[config.mk]
export PLATFORM = sky130hd
export DESIGN_NAME = esa_auto_alarm
export DESIGN_NICKNAME = d
export VERILOG_FILES = /design/src/hw/esa_pkg.sv /design/src/hw/esa_auto_alarm.sv
export VERILOG_INCLUDE_DIRS = /design/src /design/src/hw
export SDC_FILE = /design/constraint.sdc
export NUM_CORES = 1
export LEC_CHECK = 0
export BUFFER_PORTS_ARGS = -buffer_cell sky130_fd_sc_hd__buf_2
export CAP_MARGIN = 20
export CORE_MARGIN = 3
export CORE_UTILIZATION = 30
export CTS_CLUSTER_SIZE = 20
export DETAILED_ROUTE_END_ITERATION = 7
export PLACE_DENSITY = 0.7
export SLEW_MARGIN = 20
export SYNTH_ARGS = -nofsm -noshare
export SYNTH_HDL_FRONTEND = slang
export SYNTH_SLANG_ARGS = --single-unit
[constraint.sdc]
create_clock -name SYS_CLK -period 2.01 [get_ports SYS_CLK]
set_input_delay 0.1005 -clock SYS_CLK [delete_from_list [all_inputs] [get_ports SYS_CLK]]
set_output_delay 0.1005 -clock SYS_CLK [all_outputs]
set_load 0.005 [all_outputs]
[src/hw/esa_defines.svh]
`ifndef ESA_DEFINES_SVH
`define ESA_DEFINES_SVH

// Register index as printed; byte address is four times the index
`define ESA_CTRL1_IDX        12'h131
`define ESA_CTRL1_ADDR       12'h4c4
`define ESA_STATUS_ADDR      12'h4c8
`define ESA_CTRL1_RESET      8'h00

// Enable bit positions in the control register
`define ESA_BIT_CL1          7
`define ESA_BIT_SL1          6
`define ESA_BIT_CL2          5
`define ESA_BIT_CL3          4
`define ESA_BIT_CL4          3
`define ESA_BIT_PWR          2
`define ESA_BIT_PWRLINE      1
`define ESA_BIT_SLAUX        0

// Sa6 patterns, sent MSB first, twice over one submultiframe
`define ESA_SA6_ZERO         4'h0
`define ESA_SA6_1110         4'he
`define ESA_SA6_1100         4'hc
`define ESA_SA6_1000         4'h8
`define ESA_AUX_PATTERN      8'haa
// Sa5 value used for the loss-of-power pattern (not legible in source)
`define ESA_PWR_SA5          1'b0

`endif

[src/hw/esa_pkg.sv]
package esa_pkg;

    // Overhead bits presented to the transmit framer for one frame
    typedef struct packed {
        logic a_bit;
        logic sa5;
        logic sa6;
    } esa_ovh_t;

    // Defect indications from the receive side
    typedef struct packed {
        logic signal_loss;
        logic frame_loss;
        logic power_loss;
    } esa_defect_t;

    typedef enum logic [3:0] {
        ESA_SEL_NONE    = 4'b0000,
        ESA_SEL_CL1     = 4'b0001,
        ESA_SEL_SL1     = 4'b0010,
        ESA_SEL_CL2     = 4'b0011,
        ESA_SEL_CL3     = 4'b0100,
        ESA_SEL_CL4     = 4'b0101,
        ESA_SEL_PWR     = 4'b0110,
        ESA_SEL_PWRLINE = 4'b0111,
        ESA_SEL_SLAUX   = 4'b1000
    } esa_sel_t;

endpackage

[src/hw/esa_auto_alarm.sv]
// Added by the designer: the APB interface to the registers.
`timescale 1ns/10ps
`include "esa_defines.svh"
// How it works
// [RQ1] Enable 7, LOS or LFA: Sa5=1, Sa6=0000
// [RQ2] Enable 6, LOS: A=1, Sa5=1, Sa6=1110
// [RQ3] Enable 5, LOS or LFA: A=1, Sa5=0, Sa6=0000
// [RQ4] Enable 4, LOS or LFA: A=0, Sa5=1, Sa6=1100
// [RQ5] Enable 3, LOS or LFA: A=0, Sa5=1, Sa6=1110
// [RQ6] Enable 0, LOS: Sa5/Sa6 carry 10101010
// [RQ7] Enable 2, power loss: A=0, Sa6=1000
// [RQ8] Enable 1, power+line loss: A=1, Sa5=0, Sa6=1000
// [RQ9] Pattern holds only while condition persists; the code keeps it until the next submultiframe start
// [RQ10] Highest bit wins; Sa6 nibble MSB first
module esa_auto_alarm
    import esa_pkg::*;
(
    input  wire logic        SYS_CLK,          // 100 MHz system clock
    input  wire logic        RST_N,            // Asynchronous reset, active low
    input  wire logic        PSEL,             // APB select
    input  wire logic        PENABLE,          // APB access phase
    input  wire logic        PWRITE,           // APB direction
    input  wire logic [11:0] PADDR,            // APB byte address
    input  wire logic [31:0] PWDATA,           // APB write data
    output logic      [31:0] PRDATA,           // APB read data
    output logic             PREADY,           // APB ready
    output logic             PSLVERR,          // APB error on unmapped address
    input  wire logic        SIGNAL_LOSS,      // Receive loss of signal, async
    input  wire logic        FRAME_LOSS,       // Receive loss of frame alignment, async
    input  wire logic        POWER_LOSS,       // Loss of power indication, async
    input  wire logic        FRAME_STROBE,     // One pulse per outgoing frame with Sa bits
    input  wire logic        SMF_START,        // With strobe: first frame of submultiframe
    input  wire esa_ovh_t    NORMAL_OVH,       // Normally selected A, Sa5, Sa6 bits
    output esa_ovh_t         TX_OVH,           // A, Sa5, Sa6 bits sent this frame
    output logic             AUTO_ACTIVE       // Automatic pattern is overriding
);

////////////////////////////////////////////////////////////////////////////////
// Defect synchronisers

    // Defects come from the receive domain; two flops keep metastability out
    esa_defect_t meta_q;
    esa_defect_t sync_q;

    always_ff @(posedge SYS_CLK or negedge RST_N)
    begin
        if (!RST_N)
        begin
            meta_q <= '0;
            sync_q <= '0;
        end
        else
        begin
            meta_q <= '{SIGNAL_LOSS, FRAME_LOSS, POWER_LOSS};
            sync_q <= meta_q;
        end
    end

    logic line_loss;
    assign line_loss = sync_q.signal_loss | sync_q.frame_loss;

////////////////////////////////////////////////////////////////////////////////
// APB register slave

    logic [7:0] ctrl_q;
    logic       hit_ctrl;
    logic       hit_stat;
    logic       apb_acc;

    function automatic logic addr_is(input logic [11:0] a, input logic [11:0] ref_a);
        addr_is = (a[11:2] == ref_a[11:2]);
    endfunction

    // Byte lanes within a word are ignored, so any address inside the word hits it
    assign hit_ctrl = addr_is(PADDR, `ESA_CTRL1_ADDR);
    assign hit_stat = addr_is(PADDR, `ESA_STATUS_ADDR);
    assign apb_acc  = PSEL & PENABLE;
    // Zero wait states: every transfer ends in its first access cycle
    assign PREADY   = 1'b1;
    assign PSLVERR  = apb_acc & ~(hit_ctrl | hit_stat);

    always_ff @(posedge SYS_CLK or negedge RST_N)
    begin
        if (!RST_N)
            ctrl_q <= `ESA_CTRL1_RESET;
        else if (apb_acc && PWRITE && hit_ctrl)
            ctrl_q <= PWDATA[7:0];
    end

    esa_sel_t sel_q;

    // Read data is captured in the setup cycle, so it already stands when the
    // zero-wait access phase completes; writes to the status word are dropped

    always_ff @(posedge SYS_CLK or negedge RST_N)
    begin
        if (!RST_N)
            PRDATA <= 32'h0000_0000;
        else if (PSEL && !PENABLE && !PWRITE)
        begin
            if (hit_ctrl)
                PRDATA <= {24'h00_0000, ctrl_q};
            else if (hit_stat)
                PRDATA <= {25'h000_0000, sync_q, sel_q};
            else
                PRDATA <= 32'h0000_0000;
        end
    end

////////////////////////////////////////////////////////////////////////////////
// Pattern selection, highest enabled bit first

    esa_sel_t sel_d;
    esa_sel_t sel_now;

    // A new choice applies from the strobe that starts a submultiframe
    assign sel_now = (FRAME_STROBE && SMF_START) ? sel_d : sel_q;

    // Enables 2 and 1 act even where software treats them as reserved
    always_comb
    begin
        sel_d = ESA_SEL_NONE;                                              // [RQ9]
        if (ctrl_q[`ESA_BIT_CL1] && line_loss)
            sel_d = ESA_SEL_CL1;                                           // [RQ10]
        else if (ctrl_q[`ESA_BIT_SL1] && sync_q.signal_loss)
            sel_d = ESA_SEL_SL1;
        else if (ctrl_q[`ESA_BIT_CL2] && line_loss)
            sel_d = ESA_SEL_CL2;
        else if (ctrl_q[`ESA_BIT_CL3] && line_loss)
            sel_d = ESA_SEL_CL3;
        else if (ctrl_q[`ESA_BIT_CL4] && line_loss)
            sel_d = ESA_SEL_CL4;
        else if (ctrl_q[`ESA_BIT_PWR] && sync_q.power_loss)
            sel_d = ESA_SEL_PWR;
        else if (ctrl_q[`ESA_BIT_PWRLINE] && sync_q.power_loss && line_loss)
            sel_d = ESA_SEL_PWRLINE;
        else if (ctrl_q[`ESA_BIT_SLAUX] && sync_q.signal_loss)
            sel_d = ESA_SEL_SLAUX;
    end

    // Selection changes only at a submultiframe start so a nibble is never split
    // A defect that clears mid-submultiframe keeps its pattern until the next start
    always_ff @(posedge SYS_CLK or negedge RST_N)
    begin
        if (!RST_N)
            sel_q <= ESA_SEL_NONE;
        else if (FRAME_STROBE && SMF_START)
            sel_q <= sel_d;                                                // [RQ9]
    end

////////////////////////////////////////////////////////////////////////////////
// Bit position within the submultiframe

    // Position of the next strobe; a missing start strobe lets it wrap freely
    logic [2:0] pos_q;

    always_ff @(posedge SYS_CLK or negedge RST_N)
    begin
        if (!RST_N)
            pos_q <= 3'h0;
        else if (FRAME_STROBE)
            pos_q <= SMF_START ? 3'h1 : pos_q + 3'h1;
    end

    logic [1:0] nib_idx;
    logic [2:0] aux_idx;
    assign nib_idx = SMF_START ? 2'h0 : pos_q[1:0];
    assign aux_idx = SMF_START ? 3'h0 : pos_q;

    function automatic logic nib_bit(input logic [3:0] pat, input logic [1:0] idx);
        nib_bit = pat[2'h3 - idx];                                         // [RQ10]
    endfunction

    esa_ovh_t ovh_d;
    logic     aux_bit;
    // The auxiliary pattern spans all eight frames, so it uses the full position
    assign aux_bit = 1'(`ESA_AUX_PATTERN >> (3'h7 - aux_idx));            // [RQ6]

    always_comb
    begin
        ovh_d = NORMAL_OVH;
        unique case (sel_now)
            ESA_SEL_NONE:
                ovh_d = NORMAL_OVH;                                        // [RQ9]
            ESA_SEL_CL1:
                ovh_d = '{NORMAL_OVH.a_bit, 1'b1, nib_bit(`ESA_SA6_ZERO, nib_idx)}; // [RQ1]
            ESA_SEL_SL1:
                ovh_d = '{1'b1, 1'b1, nib_bit(`ESA_SA6_1110, nib_idx)};   // [RQ2]
            ESA_SEL_CL2:
                ovh_d = '{1'b1, 1'b0, nib_bit(`ESA_SA6_ZERO, nib_idx)};   // [RQ3]
            ESA_SEL_CL3:
                ovh_d = '{1'b0, 1'b1, nib_bit(`ESA_SA6_1100, nib_idx)};   // [RQ4]
            ESA_SEL_CL4:
                ovh_d = '{1'b0, 1'b1, nib_bit(`ESA_SA6_1110, nib_idx)};   // [RQ5]
            // Sa5 for this pattern is unknown and is sent as zero
            ESA_SEL_PWR:
                ovh_d = '{1'b0, `ESA_PWR_SA5, nib_bit(`ESA_SA6_1000, nib_idx)}; // [RQ7]
            ESA_SEL_PWRLINE:
                ovh_d = '{1'b1, 1'b0, nib_bit(`ESA_SA6_1000, nib_idx)};   // [RQ8]
            ESA_SEL_SLAUX:
                ovh_d = '{NORMAL_OVH.a_bit, aux_bit, aux_bit};             // [RQ6]
            default:
                ovh_d = NORMAL_OVH;
        endcase
    end

    // Overhead bits are registered per frame so the framer sees a stable value
    // Between strobes the outputs stand, so the framer may sample them any time
    always_ff @(posedge SYS_CLK or negedge RST_N)
    begin
        if (!RST_N)
        begin
            TX_OVH      <= '0;
            AUTO_ACTIVE <= 1'b0;
        end
        else if (FRAME_STROBE)
        begin
            TX_OVH      <= ovh_d;
            AUTO_ACTIVE <= sel_now != ESA_SEL_NONE;
        end
    end

endmodule

# After elaboration in Yosys (flattened, before gate mapping)
# Cells that the tools add are included.
# W data, S select, Z words.
# classes
n_lt_le_gt_ge	1
muxes	23
n_eq_ne	10
n_reduce_logical	17
bitwise	5
n_shift	1
n_addsub	3
# ops
op	count
$mux W4	9
$pmux W3 S8	1
$eq A10 B9 Y1 const B	2
$eq A4 B3 Y1 const B	4
$logic_and A1 B1 Y1	14
$bmux W1 S2	4
$eq A4 B2 Y1 const B	2
$mux W8	1
$shr A8 B3 Y1 const A	1
$mux W7	1
$mux W3	2
$eq A4 B1 Y1 const B	1
$eq A4 B4 Y1 const B	1
$mux W1	4
$reduce_bool A4 Y1	1
$add A3 B1 Y3 const B	1
$lt A2 B3 Y1 const B	1
$sub A3 B3 Y3 const A	1
$and A1 B1 Y1	2
$logic_not A1 Y1	2
$mux W2	1
$or A1 B1 Y1	2
$sub A2 B2 Y2 const A	1
$not A1 Y1	1
# word_totals
out_inout_bits	38
wordCells	74
input_bits	57
ff_bits	57

# Depth between registers and ports, before layout
# Gate-level depths: netlist of run 1.
# logic_depth
word_depth	12
ltp_mapped	8
depth_no_buf	7

# Least setup slack after synthesis of run 1
# No wires, ideal clock.
# synth_timing
path_type	register to register
start	reg ctrl_q[5]
end	reg TX_OVH[1] in the netlist's numbering
stages_incl_launch_ff	8
setup_ps	122
path_buffers	0
period_less_slack_ps	2107
required_ps	1888
arrival_ps	1986
path_slack_ps	-97
path_cell_list	dfrtp_1 > or2_4 > a41oi_2 > and2_4 > inv_4 > or3_4 > or3_1 > a32o_1
# synth_between
elab_chain_len	7
elab_cells_between_ends	14
classes_between	8 x eq/ne; 5 x mux; 1 x reduce/logical
# synth_rtl
element	line	rtl
from (decl)	esa_auto_alarm.sv:65	logic [7:0] ctrl_q;
from (signal assigned)	esa_auto_alarm.sv:85	ctrl_q <= `ESA_CTRL1_RESET;
from (signal assigned)	esa_auto_alarm.sv:87	ctrl_q <= PWDATA[7:0];
$logic_and A1 B1 Y1 *	esa_auto_alarm.sv:127	else if (ctrl_q[`ESA_BIT_CL2] && line_loss)
$mux W4 *	esa_auto_alarm.sv:127	
$mux W4 *	esa_auto_alarm.sv:125	else if (ctrl_q[`ESA_BIT_SL1] && sync_q.signal_loss)
$mux W4 *	esa_auto_alarm.sv:123	if (ctrl_q[`ESA_BIT_CL1] && line_loss)
$mux W4 *	esa_auto_alarm.sv:117	assign sel_now = (FRAME_STROBE && SMF_START) ? sel_d : sel_q;
named net sel_now[1]	esa_auto_alarm.sv:114	esa_sel_t sel_now;
$eq A4 B4 Y1 (tied with other cells)	esa_auto_alarm.sv:182	unique case (sel_now)
$pmux W3 S8 *	esa_auto_alarm.sv:182	
to (signal assigned)	esa_auto_alarm.sv:218	TX_OVH <= ovh_d;
to (decl)	esa_auto_alarm.sv:34	output esa_ovh_t TX_OVH,
# The timed path passes the listed nets; every way through them passes the cells marked *.
# A chain may end at the register's enable or synchronous reset.

# Worst setup path after layout of run 1
# layout_timing
start	reg sync_q[2] in the netlist's numbering
end	reg TX_OVH[1] in the netlist's numbering
# layout_between
elab_chain_len	12
elab_cells_between_ends	26
classes_between	8 x eq/ne; 10 x mux; 1 x bitwise; 7 x reduce/logical
# layout_rtl
element	line	rtl
from (decl)	esa_auto_alarm.sv:43	esa_defect_t sync_q;
from (signal assigned)	esa_auto_alarm.sv:55	sync_q <= meta_q;
$or A1 B1 Y1 or $logic_and A1 B1 Y1 (tied branches)	esa_auto_alarm.sv:60, esa_auto_alarm.sv:137	
$logic_and A1 B1 Y1 or $mux W4 (tied branches)	esa_auto_alarm.sv:135, esa_auto_alarm.sv:137	
$mux W4	esa_auto_alarm.sv:135	else if (ctrl_q[`ESA_BIT_PWRLINE] && sync_q.power_loss && line_loss)
$mux W4	esa_auto_alarm.sv:133	else if (ctrl_q[`ESA_BIT_PWR] && sync_q.power_loss)
$mux W4	esa_auto_alarm.sv:131	else if (ctrl_q[`ESA_BIT_CL4] && line_loss)
$mux W4	esa_auto_alarm.sv:129	else if (ctrl_q[`ESA_BIT_CL3] && line_loss)
$mux W4	esa_auto_alarm.sv:127	
$mux W4	esa_auto_alarm.sv:125	
$mux W4 *	esa_auto_alarm.sv:123	
$mux W4 *	esa_auto_alarm.sv:117	
$eq A4 B4 Y1 (tied with other cells)	esa_auto_alarm.sv:182	
$pmux W3 S8 *	esa_auto_alarm.sv:182	
# Mark *: on every way between the ends. The rest lies on a longest branch, timed or not.

==> results of run 1 <==
state kept, by name, summed over array words and instances (netlist names):
register     cells
AUTO_ACTIVE      1
PRDATA           8
TX_OVH           3
ctrl_q           8
meta_q           3
pos_q            2
sel_q            4
sync_q           3
final timing paths:
kind,end,from,slack [ps]
worst max-delay path,TX_OVH[1]$_DFFE_PN0P_,sync_q[2]$_DFF_PN0_,-110
worst min-delay path,ctrl_q[5]$_DFFE_PN0P_,PWDATA[5],40
worst max register to register,TX_OVH[1]$_DFFE_PN0P_,sync_q[2]$_DFF_PN0_,-110
worst min register to register,sync_q[1]$_DFF_PN0_,meta_q[1]$_DFF_PN0_,350
max in group asynchronous,sync_q[2]$_DFF_PN0_,RST_N,1110
min in group asynchronous,pos_q[0]$_DFFE_PN0P_,RST_N,390
layout by cell type, fill, tap and decap left out, drive strengths merged, types with 2 or more instances in the layout:
cell type,n
clkbuf,6
buf,66
a21oi,14
o211ai,2
nor2b,2
dfrtp,32
o21ai,5
mux2,9
nand3,2
inv,5
nand2,12
clkinv,2
conb,25
dlygate4sd3,4
a22o,2
o22a,2
nand3b,2
and2,3
nor3b,3
a31oi,3
nor2,13
a22oi,7
or3,2
worst register-to-register path: stages, from the launching register on:
cell	delay, ps
dfrtp_2	440
o22a_1	240
nand3b_1	200
a22o_1	230
or3_4	390
or3_1	310
a32o_1	220
stage by stage:
step,hold slack [ps],setup slack [ps]
finish,43.9,-113
detailed placement,196,-108
global placement,187,-86.0
CTS,38.3,-64.5
global route,42.4,-195
floorplan,-195,-71.4
layout make-up:
cell class,instances,area (sq um)
sequential,32,803
clock inverter,2,35.0
clock buffer,6,72.6
multi-input combinational,129,823
fill,558,3290
timing repair buffer,70,435
inverter,6,26.3
tap,72,90.1
cell usage after synthesis (all sizes together):
| cell | count | area, sq um |
|---|---|---|
| a2111o | 1 | 11.3 |
| a211oi | 1 | 7.51 |
| a21boi | 1 | 7.51 |
| a21o | 1 | 7.51 |
| a21oi | 14 | 70.1 |
| a222oi | 1 | 10.0 |
| a22o | 2 | 17.5 |
| a22oi | 7 | 52.6 |
| a31oi | 3 | 18.8 |
| a32o | 1 | 10.0 |
| a41oi | 1 | 16.3 |
| and2 | 3 | 21.3 |
| and4 | 1 | 8.76 |
| buf | 27 | 204 |
| clkbuf | 4 | 15.0 |
| clkinv | 1 | 5.00 |
| conb | 2 | 7.51 |
| dfrtp | 32 | 801 |
| inv | 5 | 21.3 |
| mux2 | 9 | 101 |
| mux2i | 1 | 10.0 |
| nand2 | 12 | 45.0 |
| nand3 | 2 | 10.0 |
| nand3b | 2 | 15.0 |
| nand4 | 1 | 6.26 |
| nor2 | 13 | 48.8 |
| nor2b | 2 | 12.5 |
| nor3 | 1 | 5.00 |
| nor3b | 3 | 27.5 |
| nor4 | 1 | 6.26 |
| nor4b | 1 | 8.76 |
| o211a | 1 | 10.0 |
| o211ai | 2 | 15.0 |
| o21a | 1 | 7.51 |
| o21ai | 5 | 25.0 |
| o221ai | 1 | 8.76 |
| o22a | 2 | 17.5 |
| o311a | 1 | 10.0 |
| o311ai | 1 | 8.76 |
| o31a | 1 | 8.76 |
| o41a | 1 | 11.3 |
| or2 | 1 | 8.76 |
| or3 | 2 | 17.5 |
cell families after synthesis:
kind of cell           after synthesis
AO/OA/AOI/OAI                       49
buffers and inverters               37
flip-flops                          32
multiplexers                        10
other                                2
AND/OR/NAND/NOR                     45
per-layer routing:
| layer | share of wire | vias up |
|---|---|---|
| li1 | - | 720 |
| met2 | 0.45 | 88 |
| met3 | 0.11 | 7 |
| met4 | 0.0093 | 0 |
| met5 | 0 | - |
| met1 | 0.43 | 712 |
power breakdown:
part	total [uW]	switching [uW]	internal [uW]
sequential	725	31.9	693
combinational	230	114	115
clock	610	243	368
timing repair:
| item | 4_1_cts | 5_1_grt |
|---|---|---|
| resized for setup | 3 | 6 |
| pin swaps | 2 | 4 |
| hold buffers | 4 | 0 |
| setup endpoints to repair | 3 | 3 |
| endpoints found under the hold margin | 35 | 0 |
| setup buffers | 4 | 2 |
| cloned | 0 | 0 |
==> impl_metrics.yaml, run 1 <==
run_status:
  outcome: "finished with violations"
  violations: "setup timing"
clock_tree:
  max-clock-path-buffers: 2
  clock_sinks: 32
  cts_buffers: 5
  path_clk_slew_ps: 70
  cts_tree: "yes"
  clock_latency_ps: 290
  cts_root_buffer: "clkbuf_8"
  h-tree-depth: 2
global_routing:
  grt_use_met2: 0.192
  grt_max_degree: 33
  grt_use_met1: 0.179
  grt_pass1_wl_mm: 6.58
  gr-usage-met3: 0.0336
  grt_pass1_vias: 1411
  antenna_found_initial: 0
  overflow: 0
  gr-max-usage-layer: "met2"
  grt.total_usage: 0.128
setup_path:
  slowest_stage: "dfrtp_2"
  cpLargestDelayFamily: "simple AND/OR/NAND/NOR gates"
  reg2reg_depth: 6
  crit_path_end_kind: "flip-flop"
  path_class: "reg2reg"
  cp_max_fo: 6
  crit_chain: "o22a_1 -> nand3b_1 -> a22o_1 -> or3_4 -> or3_1 -> a32o_1"
  cp-start-kind: "flip-flop"
  cp.arrival_ps: 2300
  slowest_delay_ps: 440
  crit_cells: 6
  worstPathRequired_ps: 2180
  cp_num_buf_inv: 0
placed_design:
  place_inst: 299
  placed_area_sq_mm: 0.00206
  placement.io_buffers: 43
  hpwl_mm: 2.96
  gp_congestion: 0.871
worst_hold_path:
  hold_depth: 2
  min_path_type: "in2reg"
pwr:
  finalPower_uw: 1560
  ir_drop_v: 0.000325
  cellPowerDensity_mw_per_mm2: 684
  power.static_leakage_uw: 0.00109
logic_synthesis:
  synth_top_family_by_area: "compound AO/OA/AOI/OAI gates"
  ys_types: 49
  ys_ff_latch: 32
  synthAdderAreaFrac: 0
  synth_simple_gate_area_share: 0.137
  muxShareOfSynthArea: 0.0633
  synth_compound_area_frac: 0.200
  syn_avg_cell_area_sq_um: 10.0
  synth_cells: 175
  ys_warn_count: 0
  synth_area_sq_mm: 0.00176
  synth_seq_area_share: 0.456
  synth-xor-area-share: 0
sta:
  skew_ps: 7.35
  setup-violations-final: 1
  finalMaxSlewViolations: 0
  final_hold_viol_count: 0
  max_freq_mhz: 471
  setup_tns_ps: -113
  rsz0062_at_grt: "yes"
  tightest_slew_ps: 712
  fin_ws_ps: -113
  slew_headroom: 0.525
  finalCriticalPeriod_ps: 2120
  finalCritPeriodShare: 1.06
die:
  dieHeight_um: 82.6
  start_util: 0.315
  rows: 27
  coreArea_sq_mm: 0.00557
  die-area_sq_mm: 0.00681
  ios: 95
  die_x_um: 82.6
flow_run:
  maxCapViolations: 0
drt:
  post-route-drc-count: 0
  via_count: 1527
  drtIter0Drc: 105
  wire_per_inst_um: 12.9
  wl_mm: 4.10
  via_per_inst: 4.82
  firstDrtPassIters: 5
  drtAntennaViolNets: 0
final_layout:
  drive_gt1_frac: 0.384
  area_delta_synth_final_pct: 30.0
  fin_area_sq_mm: 0.00229
  finalNonFillerCells: 317
  utilization: 0.410
  antenna_cells: 0
  finalNetCount: 301
Note: power is estimated with default switching activity, not from simulation.
==> run 2, diff against run 1 <==
--- a/config.mk
+++ b/config.mk
@@ -6,13 +6,14 @@
 export SDC_FILE = /design/constraint.sdc
 export NUM_CORES = 1
 export LEC_CHECK = 0
-export BUFFER_PORTS_ARGS = -buffer_cell sky130_fd_sc_hd__buf_2
+export ABC_AREA = 1
+export BUFFER_PORTS_ARGS = -buffer_cell sky130_fd_sc_hd__clkbuf_2
 export CAP_MARGIN = 20
 export CORE_MARGIN = 3
 export CORE_UTILIZATION = 30
 export CTS_CLUSTER_SIZE = 20
 export DETAILED_ROUTE_END_ITERATION = 7
-export PLACE_DENSITY = 0.7
+export PLACE_DENSITY = 0.66
 export SLEW_MARGIN = 20
 export SYNTH_ARGS = -nofsm -noshare
 export SYNTH_HDL_FRONTEND = slang
==> constraint.sdc (replaced) <==
create_clock -name SYS_CLK -period 2.4 [get_ports SYS_CLK]
set_input_delay 0.12 -clock SYS_CLK [delete_from_list [all_inputs] [get_ports SYS_CLK]]
set_output_delay 0.12 -clock SYS_CLK [all_outputs]
set_load 0.005 [all_outputs]
==> impl_metrics.yaml, run 2 <==
logic_synthesis:
  ys_warn_count: 0
  syn_avg_cell_area_sq_um: 8.04
  synth_seq_area_share: 0.422
  yosysTopAreaCellShare: 0.422
  synth_edf_count: 0
  synth_area_sq_mm: 0.00190
  synth_top_cells_by_area: "dfrtp_1 42%, nand2_1 11%, buf_4 10%"
  async_flop_share: 1.00
  ys_types: 28
  yosysMostFrequentCell: "nand2_1"
  ys_ff_latch: 32
  ys_top_cells_by_count: "58 x nand2_1, 33 x inv_1, 32 x dfrtp_1"
  synthFlopType: "dfrtp_1"
  synth_top_area_cell: "dfrtp_1"
  synth_cells: 236
placed_design:
  place_ws_ps: 364
  gp_congestion: 0.858
  placement.io_buffers: 43
  hpwl_mm: 3.04
sta:
  setup-violations-final: 0
  setup_tns_ps: 0
  final_hold_viol_count: 0
  tightest_slew_ps: 774
  finalCriticalPeriod_ps: 2070
  finalMaxSlewViolations: 0
  rsz0062_at_grt: "no"
  finalCritPeriodShare: 0.862
  skew_ps: 4.21
  fin_ws_ps: 331
  slew_headroom: 0.484
  max_freq_mhz: 483
pwr:
  cellPowerDensity_mw_per_mm2: 582
  netSwitchingFraction: 0.233
  power.static_leakage_uw: 0.00126
  p_int_uw: 1010
  combPwrFrac: 0.124
  p_clk_frac: 0.427
  ir_drop_v: 0.000299
  power_frac_seq: 0.449
  p_sw_uw: 306
run_status:
  outcome: "completed"
die:
  die_x_um: 85.5
  start_util: 0.315
  ios: 95
  die-area_sq_mm: 0.00731
  dieHeight_um: 85.5
  coreArea_sq_mm: 0.00603
  rows: 28
drt:
  drtIter0Drc: 65
  drtAntennaViolNets: 0
  firstDrtPassIters: 4
  via_per_inst: 4.33
  post-route-drc-count: 0
  via_count: 1566
  wire_per_inst_um: 10.6
  wl_mm: 3.84
final_layout:
  finalNetCount: 343
  area_delta_synth_final_pct: 18.9
  layout_common_cells: "58 x nand2_1, 43 x clkbuf_2, 33 x inv_1"
  antenna_cells: 0
  multi_input_area_sq_um: 845
  n_fill_cell: 622
  final_common_cell: "nand2_1"
  drive_gt1_frac: 0.233
  regArea_sq_um: 801
  reg_top3: "PRDATA (8), ctrl_q (8), sel_q (4)"
setup_path:
  crit_path_end_kind: "flip-flop"
  cp.arrival_ps: 2240
  path_class: "reg2reg"
  cp_max_fo: 7
  worstPathRequired_ps: 2570
  cp-start-kind: "flip-flop"
clock_tree:
  cts_resized: 0
  cts_buffers: 5
  clock_latency_ps: 280
  cts_setup_buffers: 0
  cts_hold_buf: 4
  path_clk_slew_ps: 70
  cts_root_buffer: "clkbuf_8"
  cts_tree: "yes"
  h-tree-depth: 2
  clock_sinks: 32
  max-clock-path-buffers: 2
global_routing:
  grt.total_usage: 0.113
  grt_pass1_vias: 1415
  antenna_found_initial: 0
  grt_max_degree: 33
  overflow: 0
  grt_pass1_wl_mm: 6.55
flow_run:
  maxCapViolations: 0
worst_hold_path:
  min_path_type: "in2reg"
run 2: cell types whose count changed after synthesis, moves of 3 or more:
cell | previous run | this run
nand2_1 | 12 | 58
inv_1 | 4 | 33
nand3_1 | 2 | 16
mux2_2 | 9 | 0
mux2_4 | 0 | 8
a21oi_1 | 14 | 7
a22oi_1 | 7 | 0
nor2_1 | 13 | 18
clkbuf_1 | 4 | 1
nor3_1 | 1 | 4
o21a_1 | 1 | 4
o22ai_1 | 0 | 3
run 2: stage by stage:
step                       util  total power (uW)  hold WS, ps  std cells  cell area (sq um)
after global routing      0.374              1390         52.0        362               2260
after global placement    0.347               757          229        350               2090
after detailed placement  0.347               760          230        350               2090
final                     0.374              1310         72.3        362               2260
after CTS                 0.374              1330         61.0        362               2260
after floorplan               -               714         -176        259               1980
run 2: area by class of cell:
| class | count | share of cell area |
|---|---|---|
| Inverter | 34 | 0.0566 |
| Clock buffer | 7 | 0.0427 |
| Multi-Input combinational cell | 165 | 0.374 |
| Timing Repair Buffer | 48 | 0.116 |
| Clock inverter | 1 | 0.0133 |
| Sequential cell | 32 | 0.355 |
| Tap cell | 75 | 0.0416 |
run 2: path summary, 6_finish.rpt:
kind / start / depth (start not counted) / slack, ps / to
max: sync_q[2]$_DFF_PN0_ / 12 / 330 / TX_OVH[1]$_DFFE_PN0P_
min reg2reg: meta_q[1]$_DFF_PN0_ / 0 / 350 / sync_q[1]$_DFF_PN0_
max reg2reg: sync_q[2]$_DFF_PN0_ / 12 / 330 / TX_OVH[1]$_DFFE_PN0P_
min: PWDATA[5] / 2 / 70 / ctrl_q[5]$_DFFE_PN0P_
max in group asynchronous: RST_N / 2 / 1460 / meta_q[0]$_DFF_PN0_
min in group asynchronous: RST_N / 2 / 450 / PRDATA[4]$_DFFE_PN0P_
run 2: cells by family after synthesis:
| family | Yosys count | synth area share |
|---|---|---|
| compound gates | 26 | 0.0825 |
| other cells | 2 | 0.00396 |
| simple gates | 106 | 0.250 |
| mux | 8 | 0.0633 |
| buf+inv | 62 | 0.178 |
| flops | 32 | 0.422 |
run 2: worst max-delay path: stages (launching register included):
cell and delay (ps):
dfrtp_1 410, inv_1 90, nand2_1 150, o21ai_1 200, nand3_1 140, a21oi_1 330
nor2_1 140, nand3_1 130, nand2_1 60, nor2_1 100, nand3_1 90, o21ai_0 80
inv_1 50
run 2: routing by layer:
metal | up-vias | wire length (um) | GRT usage | part of all wire
li1 | 798 | - | - | -
met1 | 696 | 1810 | 0.156 | 0.47
met2 | 67 | 1640 | 0.167 | 0.43
met3 | 5 | 356 | 0.0355 | 0.093
met4 | 0 | 38 | 0.0417 | 0.0099
met5 | - | 0 | 0 | 0
run 2: power groups by stage:
stage                     sequential, uW  clock, uW  combinational (uW)
final                                590        561                 163
after global routing                 594        605                 190
after CTS                            591        575                 165
after detailed placement             601          0                 159
after global placement               600          0                 158
after floorplan                      599          0                 115
==> run 3, diff against run 2 <==
--- a/config.mk
+++ b/config.mk
@@ -10,10 +10,10 @@
 export BUFFER_PORTS_ARGS = -buffer_cell sky130_fd_sc_hd__clkbuf_2
 export CAP_MARGIN = 20
 export CORE_MARGIN = 3
-export CORE_UTILIZATION = 30
+export CORE_UTILIZATION = 46
 export CTS_CLUSTER_SIZE = 20
 export DETAILED_ROUTE_END_ITERATION = 7
-export PLACE_DENSITY = 0.66
+export PLACE_DENSITY = 0.9
 export SLEW_MARGIN = 20
 export SYNTH_ARGS = -nofsm -noshare
 export SYNTH_HDL_FRONTEND = slang
==> impl_metrics.yaml, run 3 (synthesized netlist as in run 2, its figures left out) <==
sta:
  finalCritPeriodShare: 0.822
  final_hold_viol_count: 0
  tightest_slew_ps: 797
  finalCriticalPeriod_ps: 1970
  setup_tns_ps: 0
  finalMaxSlewViolations: 0
  skew_ps: 5.03
  rsz0062_at_grt: "no"
  slew_headroom: 0.469
  setup-violations-final: 0
  max_freq_mhz: 507
drt:
  drtIter0Drc: 69
  wl_met1_mm: 1.55
  wire_per_inst_um: 11.3
  wl_mm: 3.78
  dr_wl_met3_um: 382
  via_count: 1615
  via_per_inst: 4.82
  met2_length_mm: 1.76
  highest_layer: "met4"
  drtAntennaViolNets: 0
  post-route-drc-count: 0
  firstDrtPassIters: 4
global_routing:
  grt_pass1_vias: 1484
  grt.total_usage: 0.159
  antenna_found_initial: 0
  overflow: 0
  grt_pass1_wl_mm: 6.25
  grt_max_degree: 33
clock_tree:
  h-tree-depth: 2
  clock_sinks: 32
  clock_latency_ps: 290
  cts_tree: "yes"
  cts_setup_buffers: 0
  cts_buffers: 5
  cts_root_buffer: "clkbuf_8"
  max-clock-path-buffers: 2
  path_clk_slew_ps: 70
pwr:
  power_frac_seq: 0.469
  p_int_uw: 950
  combPwrFrac: 0.130
  p_clk_frac: 0.402
  p_sw_uw: 310
  ir_drop_v: 0.000437
  power.static_leakage_uw: 0.00125
  cellPowerDensity_mw_per_mm2: 572
  netSwitchingFraction: 0.246
final_layout:
  finalNetCount: 343
  final_common_cell: "nand2_1"
  layout_common_cells: "58 x nand2_1, 43 x clkbuf_2, 33 x inv_1"
  utilization: 0.576
  reg_top3: "PRDATA (8), ctrl_q (8), sel_q (4)"
  area_delta_synth_final_pct: 16.2
  drive_gt1_frac: 0.230
  antenna_cells: 0
placed_design:
  gp_congestion: 0.846
  hpwl_mm: 2.90
  placement.io_buffers: 43
setup_path:
  worstPathRequired_ps: 2580
  cp_num_buf_inv: 2
  cp-start-kind: "flip-flop"
  path_class: "reg2reg"
  crit_path_end_kind: "flip-flop"
  cpLargestDelayFamily: "simple AND/OR/NAND/NOR gates"
  slowest_stage: "dfrtp_1"
  worst_path_most_repeated_cell: "nand3_1"
  crit_chain: "inv_1 -> nand2_1 -> o21ai_1 -> nand3_1 -> a21oi_1 -> nor2_1 -> nand3_1 -> nand2_1 -> nor2_1 -> nand3_1 -> o21ai_0 -> inv_1"
  cp_max_fo: 7
  slowest_delay_ps: 420
  cp.arrival_ps: 2150
die:
  start_util: 0.496
  coreArea_sq_mm: 0.00383
  die-area_sq_mm: 0.00493
  ios: 95
  dieHeight_um: 70.2
  die_x_um: 70.2
  rows: 22
flow_run:
  maxCapViolations: 0
run_status:
  outcome: "completed"
worst_hold_path:
  min_path_type: "in2reg"
-- run 3: worst register-to-register path: cells and delay by family (launching register included) --
kind / cells / cell delay [ps]
AO/OA/AOI/OAI: 3 / 560
AND/OR/NAND/NOR: 7 / 740
buffers and inverters: 2 / 140
flip-flops: 1 / 420
-- run 3: stage by stage --
step | setup slack, ps | cells | instance area, sq um | power [uW] | hold WS [ps]
after floorplan | 740 | 259 | 1980 | 714 | -176
after global placement | 496 | 323 | 2060 | 754 | 226
after detailed placement | 459 | 323 | 2060 | 759 | 230
after CTS | 443 | 335 | 2200 | 1280 | 52.4
after global routing | 122 | 335 | 2200 | 1330 | 47.6
final | 427 | 335 | 2200 | 1260 | 60.3
-- run 3: path summary, 6_finish.rpt --
kind                                startpoint                    end  slack (ps)  cells after the start
setup / recovery           sync_q[2]$_DFF_PN0_  TX_OVH[1]$_DFFE_PN0P_         430                     12
hold / removal                       PWDATA[7]  ctrl_q[7]$_DFFE_PN0P_          60                      2
max in group asynchronous                RST_N  PRDATA[3]$_DFFE_PN0P_        1450                      2
hold reg to reg            meta_q[0]$_DFF_PN0_    sync_q[0]$_DFF_PN0_         350                      0
min in group asynchronous                RST_N  TX_OVH[0]$_DFFE_PN0P_         440                      2
setup reg to reg           sync_q[2]$_DFF_PN0_  TX_OVH[1]$_DFFE_PN0P_         430                     12
-- run 3: layer usage --
metal | global-route usage | up-vias
met3 | 0.0532 | 10
li1 | - | 797
met1 | 0.190 | 732
met2 | 0.259 | 76
met4 | 0.0723 | 0
met5 | 0 | -
-- run 3: final cells by class --
cell class | instances | area, sq um
well taps | 48 | 60.1
flip-flops and latches | 32 | 801
inverters | 34 | 128
repair buffers | 48 | 263
multi-input cells | 165 | 845
fillers | 373 | 1620
clock buffers | 6 | 72.6
clock inverters | 2 | 35.0
-- run 3: power groups by stage --
stage | Combinational (uW) | Sequential, uW | Clock, uW
2_1_floorplan | 115 | 599 | 0
3_3_place_gp | 155 | 599 | 0
3_5_place_dp | 158 | 600 | 0
4_1_cts | 166 | 590 | 524
5_1_grt | 191 | 593 | 546
6_report | 163 | 590 | 506
-- run 3: repair_timing --
item | 4_1_cts | 5_1_grt
endpoints found under the setup margin | 0 | 0
hold buffers | 4 | 0
resized for setup | 0 | 0
hold endpoints to repair | 35 | 0
